===== src/hdl/ple_defines.svh =====
// Register offsets, field positions, reset values and timing constants for the level encoder
`ifndef PLE_DEFINES_SVH
`define PLE_DEFINES_SVH

`define PLE_ADDR_W 8
`define PLE_OFS_LOW_CFG 8'h4F
`define PLE_OFS_HIGH_CFG 8'h50
`define PLE_OFS_CTRL 8'h60
`define PLE_OFS_STATUS 8'h61
`define PLE_TB_HI 15
`define PLE_TB_LO 14
`define PLE_HC_HI 13
`define PLE_HC_LO 7
`define PLE_LC_HI 6
`define PLE_LC_LO 0
`define PLE_RST_LOW_CFG 16'h007F
`define PLE_RST_HIGH_CFG 16'h3F80
`define PLE_HIGH_CFG_WMASK 16'h3FFF
`define PLE_TB_SEL_16 2'h0
`define PLE_TB_SEL_64 2'h1
`define PLE_TB_SEL_256 2'h2
`define PLE_TB_SEL_1024 2'h3
`define PLE_TB_16 10'h00F
`define PLE_TB_64 10'h03F
`define PLE_TB_256 10'h0FF
`define PLE_TB_1024 10'h3FF

`endif


===== src/hdl/ple_pkg.sv =====
// Types shared by the level encoder files
package ple_pkg;
    typedef struct packed {
        logic [6:0] high_count;
        logic [6:0] low_count;
    } ple_pair_t;

    typedef struct packed {
        logic [7:0] addr;
        logic [15:0] wdata;
        logic wr;
        logic rd;
    } ple_bus_req_t;

    typedef enum logic [1:0] {
        PLE_STATIC_LOW,
        PLE_STATIC_HIGH,
        PLE_PULSE
    } ple_shape_t;
endpackage : ple_pkg


===== src/hdl/ple_tick_gen.sv =====
// Time-base tick generator for the level encoder
`timescale 1ns/1ps
`default_nettype none
`include "ple_defines.svh"
module ple_tick_gen
    import ple_pkg::*;
(
    input wire logic ref_clk,
    input wire logic rstn,
    input wire logic clk_en,
    input wire logic restart,
    input wire logic [1:0] tb_sel,
    output logic tick
);
    logic [9:0] cnt_q;
    logic [9:0] last_cnt;

    // Terminal count for the selected time base
    always_comb begin
        case (tb_sel)
            `PLE_TB_SEL_16: last_cnt = `PLE_TB_16;
            `PLE_TB_SEL_64: last_cnt = `PLE_TB_64;
            `PLE_TB_SEL_256: last_cnt = `PLE_TB_256;
            default: last_cnt = `PLE_TB_1024;
        endcase
    end

    // Free counter, held at zero by restart while the pin is not pulsing
    always_ff @(posedge ref_clk) begin
        if (!rstn) begin
            cnt_q <= 10'h000;
        end else if (clk_en) begin
            if (restart || cnt_q >= last_cnt) begin
                cnt_q <= 10'h000;
            end else begin
                cnt_q <= cnt_q + 10'h001;
            end
        end
    end

    assign tick = clk_en && !restart && (cnt_q >= last_cnt);
endmodule : ple_tick_gen
`default_nettype wire


===== src/hdl/pwm_level_encoder.sv =====
// Pulse-width level encoder for the general pin zero monitor output
//
// Design decision made here: the address-and-strobe port.
`timescale 1ns/1ps
`default_nettype none
`include "ple_defines.svh"
module pwm_level_encoder
    import ple_pkg::*;
(
    input wire logic ref_clk,
    input wire logic rstn,
    input wire logic clk_en,
    input wire logic [7:0] reg_addr,
    input wire logic [15:0] reg_wdata,
    input wire logic reg_wr,
    input wire logic reg_rd,
    output logic [15:0] reg_rdata,
    input wire logic level_in,
    output logic monitor_output_function,
    output logic monitor_output_oe
);
    typedef enum logic [1:0] {
        PLE_ST_IDLE,
        PLE_ST_HIGH,
        PLE_ST_LOW
    } ple_state_t;

    ple_bus_req_t req;
    logic [15:0] low_cfg_q;
    logic [15:0] high_cfg_q;
    logic enable_q;
    logic level_meta_q;
    logic level_sync_q;
    logic cur_level_q;
    ple_state_t state_q;
    logic [6:0] phase_cnt_q;
    logic pin_q;
    logic [15:0] reg_rdata_q;
    ple_pair_t low_pair;
    ple_pair_t high_pair;
    ple_pair_t sel_pair;
    ple_shape_t shape;
    logic [1:0] tb_sel;
    logic tick;
    logic restart;
    logic period_end;

    assign req.addr = reg_addr;
    assign req.wdata = reg_wdata;
    assign req.wr = reg_wr;
    assign req.rd = reg_rd;

    // Field extraction for both counter pairs
    assign low_pair.high_count = low_cfg_q[`PLE_HC_HI:`PLE_HC_LO];
    assign low_pair.low_count = low_cfg_q[`PLE_LC_HI:`PLE_LC_LO];
    assign high_pair.high_count = high_cfg_q[`PLE_HC_HI:`PLE_HC_LO];
    assign high_pair.low_count = high_cfg_q[`PLE_LC_HI:`PLE_LC_LO];
    assign tb_sel = low_cfg_q[`PLE_TB_HI:`PLE_TB_LO];
    assign sel_pair = cur_level_q ? high_pair : low_pair;

    // Classify the chosen pair as static or pulsed
    always_comb begin
        if (sel_pair.high_count == 7'h00) begin
            shape = PLE_STATIC_LOW;
        end else if (sel_pair.low_count == 7'h00) begin
            shape = PLE_STATIC_HIGH;
        end else begin
            shape = PLE_PULSE;
        end
    end

    // Register writes; reserved top bits of the high-level register stay zero
    always_ff @(posedge ref_clk) begin
        if (!rstn) begin
            low_cfg_q <= `PLE_RST_LOW_CFG;
            high_cfg_q <= `PLE_RST_HIGH_CFG;
            enable_q <= 1'b0;
        end else if (clk_en && req.wr) begin
            case (req.addr)
                `PLE_OFS_LOW_CFG: low_cfg_q <= req.wdata;
                `PLE_OFS_HIGH_CFG: high_cfg_q <= req.wdata & `PLE_HIGH_CFG_WMASK;
                `PLE_OFS_CTRL: enable_q <= req.wdata[0];
                default: ;
            endcase
        end
    end

    // Read data one cycle after the strobe, zero for unmapped offsets
    always_ff @(posedge ref_clk) begin
        if (!rstn) begin
            reg_rdata_q <= 16'h0000;
        end else if (clk_en) begin
            if (req.rd) begin
                case (req.addr)
                    `PLE_OFS_LOW_CFG: reg_rdata_q <= low_cfg_q;
                    `PLE_OFS_HIGH_CFG: reg_rdata_q <= high_cfg_q;
                    `PLE_OFS_CTRL: reg_rdata_q <= {15'h0000, enable_q};
                    `PLE_OFS_STATUS: reg_rdata_q <= {12'h000, cur_level_q, pin_q,
                                                     state_q == PLE_ST_HIGH, enable_q};
                    default: reg_rdata_q <= 16'h0000;
                endcase
            end else begin
                reg_rdata_q <= 16'h0000;
            end
        end
    end

    // Level input comes from outside the clock domain: two-stage synchroniser
    always_ff @(posedge ref_clk) begin
        if (!rstn) begin
            level_meta_q <= 1'b0;
            level_sync_q <= 1'b0;
        end else if (clk_en) begin
            level_meta_q <= level_in;
            level_sync_q <= level_meta_q;
        end
    end

    // Time base held at zero while not pulsing; it runs on across period ends so no clock is lost
    assign restart = clk_en && (!enable_q || shape != PLE_PULSE);
    assign period_end = tick && state_q == PLE_ST_LOW && phase_cnt_q == 7'h01;

    ple_tick_gen u_tick (
        .ref_clk(ref_clk),
        .rstn(rstn),
        .clk_en(clk_en),
        .restart(restart),
        .tb_sel(tb_sel),
        .tick(tick)
    );

    // A new level is taken only at a period boundary, while static or while disabled
    always_ff @(posedge ref_clk) begin
        if (!rstn) begin
            cur_level_q <= 1'b0;
        end else if (clk_en) begin
            if (!enable_q || shape != PLE_PULSE || period_end) begin
                cur_level_q <= level_sync_q;
            end
        end
    end

    // Phase sequencer: high phase then low phase, each counted in ticks
    always_ff @(posedge ref_clk) begin
        if (!rstn) begin
            state_q <= PLE_ST_IDLE;
            phase_cnt_q <= 7'h00;
        end else if (clk_en) begin
            if (!enable_q || shape != PLE_PULSE) begin
                state_q <= PLE_ST_IDLE;
                phase_cnt_q <= 7'h00;
            end else begin
                case (state_q)
                    PLE_ST_IDLE: begin
                        state_q <= PLE_ST_HIGH;
                        phase_cnt_q <= sel_pair.high_count;
                    end
                    PLE_ST_HIGH: begin
                        if (tick) begin
                            if (phase_cnt_q == 7'h01) begin
                                state_q <= PLE_ST_LOW;
                                phase_cnt_q <= sel_pair.low_count;
                            end else begin
                                phase_cnt_q <= phase_cnt_q - 7'h01;
                            end
                        end
                    end
                    PLE_ST_LOW: begin
                        if (tick) begin
                            if (phase_cnt_q == 7'h01) begin
                                state_q <= PLE_ST_IDLE;
                                phase_cnt_q <= 7'h00;
                            end else begin
                                phase_cnt_q <= phase_cnt_q - 7'h01;
                            end
                        end
                    end
                    default: begin
                        state_q <= PLE_ST_IDLE;
                        phase_cnt_q <= 7'h00;
                    end
                endcase
            end
        end
    end

    // Pin value: static levels direct, pulses follow the phase
    always_ff @(posedge ref_clk) begin
        if (!rstn) begin
            pin_q <= 1'b0;
        end else if (clk_en) begin
            if (!enable_q) begin
                pin_q <= 1'b0;
            end else begin
                case (shape)
                    PLE_STATIC_HIGH: pin_q <= 1'b1;
                    PLE_STATIC_LOW: pin_q <= 1'b0;
                    default: pin_q <= (state_q == PLE_ST_IDLE) ||
                                      (state_q == PLE_ST_HIGH &&
                                       !(tick && phase_cnt_q == 7'h01)) ||
                                      (state_q == PLE_ST_LOW && period_end);
                endcase
            end
        end
    end

    // Output enable follows the software enable
    always_ff @(posedge ref_clk) begin
        if (!rstn) begin
            monitor_output_oe <= 1'b0;
        end else if (clk_en) begin
            monitor_output_oe <= enable_q;
        end
    end

    assign monitor_output_function = pin_q;
    assign reg_rdata = reg_rdata_q;
endmodule : pwm_level_encoder
`default_nettype wire


===== config.mk =====
export PLATFORM = sky130hd
export DESIGN_NAME = pwm_level_encoder
export DESIGN_NICKNAME = d
export VERILOG_FILES = /design/src/hdl/ple_pkg.sv /design/src/hdl/ple_tick_gen.sv /design/src/hdl/pwm_level_encoder.sv
export VERILOG_INCLUDE_DIRS = /design/src /design/src/hdl
export SDC_FILE = /design/constraint.sdc
export NUM_CORES = 1
export LEC_CHECK = 0
export ABC_AREA = 1
export BUFFER_PORTS_ARGS = -buffer_cell sky130_fd_sc_hd__buf_2
export CAP_MARGIN = 0
export CORE_MARGIN = 8
export CORE_UTILIZATION = 32
export CTS_CLUSTER_DIAMETER = 120
export DETAILED_ROUTE_END_ITERATION = 12
export SLEW_MARGIN = 0
export SYNTH_ARGS = -nofsm -noshare
export SYNTH_HDL_FRONTEND = slang
export SYNTH_HIERARCHICAL = 1
export SYNTH_SLANG_ARGS = --single-unit

===== constraint.sdc =====
create_clock -name ref_clk -period 2.8 [get_ports ref_clk]
set_clock_uncertainty 0.2 [all_clocks]
set_input_delay 0.56 -clock ref_clk [delete_from_list [all_inputs] [get_ports ref_clk]]
set_output_delay 0.56 -clock ref_clk [all_outputs]
set_load 0.01 [all_outputs]

==> results of run 1 <==
routing by layer:
layer	vias to the layer above	GRT usage [%]	routed length (um)
li1	1919	-	-
met1	1680	16.1	4850
met2	87	21.8	4870
met3	16	2.76	374
met4	0	5.87	223
met5	-	0	0
metrics by stage:
step	total power [mW]	utilization (%)	cells
floorplan	1.20	-	567
global placement	1.26	35.2	745
detailed placement	1.26	35.2	745
CTS	2.44	37.8	761
global route	2.51	37.8	761
finish	2.41	37.8	761
worst max-delay path, stage by stage (launching register included):
cell and delay [ns]:
dfxtp_1 0.65, buf_4 0.23, nand2_1 0.05, nand2_1 0.09
nand2_1 0.05, nor2_1 0.12, nand2_2 0.08, nand3_1 0.10
nand2_1 0.07, inv_1 0.09, nor2_1 0.06, nand2_1 0.11
o21ai_0 0.09, o21ai_0 0.17, a21oi_1 0.09
registers in the layout (all words and copies together), names as in the netlist:
signal and cells:
low_cfg_q 16, reg_rdata 16, high_cfg_q 14, u_tick/cnt_q 10, phase_cnt_q 7, state_q 2
cur_level_q 1, enable_q 1, level_meta_q 1, level_sync_q 1, monitor_output_function 1, monitor_output_oe 1
worst paths after layout:
check                                               end  slack [ns]  cells past startpoint
worst max-delay path            monitor_output_function        0.41                     14
worst min-delay path                  monitor_output_oe        0.26                      2
worst max register to register  monitor_output_function        0.41                     14
worst min register to register        monitor_output_oe        0.26                      2
layout by cell type, fill, tap and decap left out, drive strengths merged, types with 2 or more instances in the layout:
cell type / netlist / final
nand2: 155 / 155
inv: 72 / 72
dfxtp: 71 / 71
nor2: 65 / 65
buf: 12 / 54
nand3: 49 / 49
a21oi: 46 / 46
o21ai: 27 / 27
o211ai: 17 / 17
clkbuf: 11 / 13
o22ai: 12 / 12
ha: 8 / 8
xor2: 6 / 6
nor3: 5 / 5
nand4: 3 / 3
a31oi: 2 / 2
clkinv: 0 / 2
power breakdown:
part / internal, mW / switching (mW)
sequential: 1.02 / 0.0114
clock: 0.759 / 0.412
combinational: 0.0662 / 0.138
layout make-up:
type / count / area [um^2]
tap: 147 / 184
timing repair buffer: 54 / 288
inverter: 72 / 275
sequential: 71 / 1420
multi-input combinational: 401 / 2010
fill: 1246 / 7370
clock buffer: 13 / 270
clock inverter: 3 / 40.0
logic make-up (layout without fill, tap and decap cells):
family	after synthesis	count (layout)	synth area share [%]
AO/OA/AOI/OAI	106	106	15.6
multiplexers	1	1	0.261
XOR/XNOR	7	7	1.60
flip-flops	71	71	37.0
adder cells (fa/ha/maj)	8	8	2.61
AND/OR/NAND/NOR	279	279	32.2
buffers and inverters	95	142	10.7
==> qor.yml, run 1 <==
timing:
  maxSlewViolCount: 0
  worst_hold_slack_ns: 0.257
  min_period_over_period_pct: 85.3
  maxSlewHeadroom_pct: 45.9
  period_minus_slack_ns: 2.39
  layout_setup_ws_ns: 0.411
  max_freq_mhz: 419
  setup_tns_ns: 0
  hold_violations: 0
  rsz0062_at_grt: "no"
  worstMarginPinSlew_ns: 0.811
  setup_violations: 0
synth:
  yosysSeqAreaShare_pct: 37.0
  avgSynthCellArea_um2: 6.77
  syn_area_um2: 3840
  synth_top_cells_by_area: "dfxtp_1, nand2_1, inv_1, a21oi_1, nand3_1"
  yosysTopAreaCell: "dfxtp_1"
  async_flop_share_pct: 0
  synthTopCellsByCount: "nand2_1, dfxtp_1, inv_1, nor2_1"
  synth_nets: 605
  synth_edf_count: 0
  synth_cells: 567
  synth_warnings: 6
  ys_seq_elements: 71
  synth_cell_types: 37
  ys.flop_type: "dfxtp_1"
  synth_top_area_share_pct: 37.0
  post-synth-top-count-cell: "nand2_1"
layout:
  area.growth.synth_to_final_pct: 16.9
  drive_above_1_share_pct: 15.8
  fin_nets: 647
  stdcell_area_um2: 4490
  diodes: 0
worst_setup_path:
  worstSetupEndpointType: "flip-flop"
  crit_arrival_ns: 2.38
  start_kind: "flip-flop"
  cp_max_fo: 13
  worstSetupPathType: "reg2reg"
  cp-startpoint: "cur_level_q"
  cp_data_required_time_ns: 2.79
  reg2reg_from: "cur_level_q"
global_routing:
  grt.total_usage_pct: 13.2
  grt_pass1_vias: 3510
  grt_pass1_wl_um: 17000
  grt_max_degree: 23
  overflow: 0
  antenna_found_initial: 0
routing:
  dr_total_vias: 3702
  antenna_left: 0
  wl_per_cell_um: 13.6
  route.detailed.drc: 0
  first_pass_iters: 5
  drt_wl_total_um: 10300
  drtIter0Drc: 217
  via_per_inst: 4.86
placed_design:
  place_area_um2: 4180
  gp_congestion: 0.936
  place_ws_ns: 0.301
  post-dp-hpwl_um: 7770
  port_buffers: 47
clocking:
  h-tree-depth: 3
  cts_tree: "done"
  cts_hold_buf: 0
  worstSkewPairLatency_ns: 0.33
  cts_resized: 0
  clkTransAtPathRegs_ns: 0.06
  cts_max_path_buffers: 2
  clock-sinks: 71
  root_buffer: "clkbuf_16"
  cts_buffers: 9
  cts_setup_buffers: 0
die:
  num_rows: 40
  io_pins: 48
  fp.coreArea_um2: 11900
  initial_core_util_pct: 32.4
  die_area_um2: 15800
  die_w_um: 126
  dieHeight_um: 126
power:
  p_leak_nw: 2.00
  ir_drop_mv: 0.320
  power_density_nw_per_um2: 537
hold_path:
  min-delay-path-class: "reg2reg"
  min-delay-start: "monitor_output_oe"
run:
  maxCapViolations: 0
status:
  outcome: "finished clean"
Note: power is estimated with default switching activity, not from simulation.
==> inputs of run 2 (changes only) <==
==> constraint.sdc (replaced) <==
create_clock -name ref_clk -period 3.06 [get_ports ref_clk]
set_clock_uncertainty 0.2 [all_clocks]
set_input_delay 0.612 -clock ref_clk [delete_from_list [all_inputs] [get_ports ref_clk]]
set_output_delay 0.612 -clock ref_clk [all_outputs]
set_load 0.01 [all_outputs]
==> run 2 against run 1 <==
- design area shrank 0.50%
- final cell count shrank 0.13%
- via count grew 1.1%
- fmax shrank 12%
- largest power group unchanged
- critical path depth is the same
- worst hold slack gained 0.0039 ns
- core utilization shrank 0.19 points
- first-iteration DRC count grew 33%
- sequential power shrank 8%
- register-to-register slack lost 0.08 ns
- critical endpoint unchanged
- sequential cell count is the same
==> qor.yml, run 2 (synthesis gave the netlist of run 1 again) <==
status:
  outcome: "finished clean"
layout:
  area.growth.synth_to_final_pct: 16.3
  final_common_cell: "nand2_1"
  nFillCells: 1247
  most-common-layout-cells: "nand2_1, dfxtp_1, inv_1"
  diodes: 0
  post-route-util_pct: 37.6
  fin_nets: 647
  drive_above_1_share_pct: 15.8
placed_design:
  gp_congestion: 0.899
  port_buffers: 47
  post-dp-hpwl_um: 7880
routing:
  antenna_left: 0
  wl_met1_um: 4980
  route.detailed.drc: 0
  drtIter0Drc: 288
  dr_total_vias: 3741
  wl_met2_um: 4920
  wl_met3_um: 395
  first_pass_iters: 5
  via_per_inst: 4.92
  topRoutingLayerUsed: "met4"
  drt_wl_total_um: 10400
  wl_per_cell_um: 13.7
power:
  p_leak_nw: 1.99
  total_power_mw: 2.15
  ir_drop_mv: 0.240
  power_density_nw_per_um2: 481
  seq_power_share_pct: 44.0
  clockPowerShare_pct: 47.1
  power.internal_mw: 1.62
  combinationalPowerShare_pct: 8.9
  p_sw_share_pct: 24.6
  switchingPower_mw: 0.528
die:
  initial_core_util_pct: 32.4
  io_pins: 48
  die_area_um2: 15800
  fp.coreArea_um2: 11900
  num_rows: 40
  die_w_um: 126
  dieHeight_um: 126
clocking:
  cts_resized: 0
  clock-sinks: 71
  cts_setup_buffers: 0
  root_buffer: "clkbuf_16"
  worstSkewPairLatency_ns: 0.33
  h-tree-depth: 3
  cts_max_path_buffers: 2
  cts_hold_buf: 0
  cts_tree: "done"
  cts_buffers: 9
  clkTransAtPathRegs_ns: 0.06
timing:
  maxSlewViolCount: 0
  setup_violations: 0
  worstMarginPinSlew_ns: 0.734
  rsz0062_at_grt: "no"
  period_minus_slack_ns: 2.73
  setup_tns_ns: 0
  max_freq_mhz: 366
  maxSlewHeadroom_pct: 51.0
  hold_violations: 0
  min_period_over_period_pct: 89.2
worst_setup_path:
  crit_path_max_incr_delay_ns: 0.56
  reg2reg_from: "cur_level_q"
  cp_top_family: "simple AND/OR/NAND/NOR gates"
  crit_chain: "buf_4 > nand2_1 > nand2_1 > nand2_1 > nor2_1 > nand2_1 > nand3_1 > nand2_1 > inv_1 > nor2_1 > nand2_1 > o21ai_0 > o21ai_0 > a21oi_1"
  cp_max_fo: 10
  worstSetupPathType: "reg2reg"
  slowest_stage: "dfxtp_1"
  cp_data_required_time_ns: 3.04
  cp-startpoint: "cur_level_q"
  reg2reg_to: "monitor_output_function"
  rr_worst_depth: 14
  crit_cells: 14
  worstSetupEndpointType: "flip-flop"
  regToRegSetupSlack_ns: 0.33
  crit_end: "monitor_output_function"
  critPathBufInv: 2
  crit_top_cell: "nand2_1"
  start_kind: "flip-flop"
  crit_arrival_ns: 2.71
global_routing:
  overflow: 0
  grt_max_degree: 24
  grt_pass1_vias: 3619
  antenna_found_initial: 0
  grt.total_usage_pct: 13.5
  grt_pass1_wl_um: 17600
run:
  maxCapViolations: 0
hold_path:
  min-delay-path-class: "reg2reg"
  min_path_cells: 2
==> run 2: cell types whose count changed in the layout (fill, tap and decap cells not counted) <==
| cell | previous run | this run |
|---|---|---|
| clkinv_2 | 2 | 3 |
| clkbuf_1 | 1 | 0 |
| clkbuf_8 | 3 | 0 |
| clkinv_4 | 0 | 2 |
==> run 2: per-layer routing <==
metal / vias up / global-route usage (%)
met5: - / 0
li1: 1918 / -
met2: 91 / 22.5
met4: 0 / 4.94
met1: 1722 / 16.9
met3: 10 / 2.51
==> run 2: through the flow <==
step	cells	instance area, um^2	setup WS, ns	hold slack (ns)
6_report	760	4460	0.330	0.261
5_1_grt	760	4460	0.0994	0.287
4_1_cts	760	4460	0.343	0.262
3_5_place_dp	745	4180	0.364	0.253
3_3_place_gp	745	4180	0.379	0.253
2_1_floorplan	567	3840	0.951	0.234
==> run 2: layout make-up <==
| class | instances | area [um^2] | area share (%) |
|---|---|---|---|
| Clock buffer | 9 | 225 | 5.04 |
| Sequential cell | 71 | 1420 | 31.8 |
| Tap cell | 147 | 184 | 4.12 |
| Multi-Input combinational cell | 401 | 2010 | 45.0 |
| Inverter | 72 | 275 | 6.17 |
| Timing Repair Buffer | 54 | 288 | 6.45 |
| Clock inverter | 6 | 62.6 | 1.40 |
==> run 2: how the worst min path moves through the flow <==
stage	start	to	slack, ns
after detailed placement	reg_rdata[9]	reg_rdata[9]	0.25
after global routing	reg_rdata[12]	reg_rdata[12]	0.29
after global placement	reg_rdata[9]	reg_rdata[9]	0.25
after CTS	reg_rdata[9]	reg_rdata[9]	0.26
final	reg_rdata[14]	reg_rdata[14]	0.26
after floorplan	level_sync_q	level_sync_q	0.23
==> run 2: worst reg2reg max path, cell delays in order (launching register included) <==
cell and delay [ns]:
dfxtp_1 0.56, buf_4 0.26, nand2_1 0.07, nand2_1 0.09
nand2_1 0.06, nor2_1 0.16, nand2_1 0.10, nand3_1 0.26
nand2_1 0.12, inv_1 0.08, nor2_1 0.06, nand2_1 0.11
o21ai_0 0.10, o21ai_0 0.25, a21oi_1 0.10
==> run 2: power groups by stage <==
stage,sequential (mW),combinational [mW],clock [mW]
floorplan,0.961,0.138,0
global placement,0.965,0.189,0
detailed placement,0.965,0.191,0
CTS,0.945,0.192,1.04
global route,0.945,0.216,1.07
finish,0.945,0.191,1.01
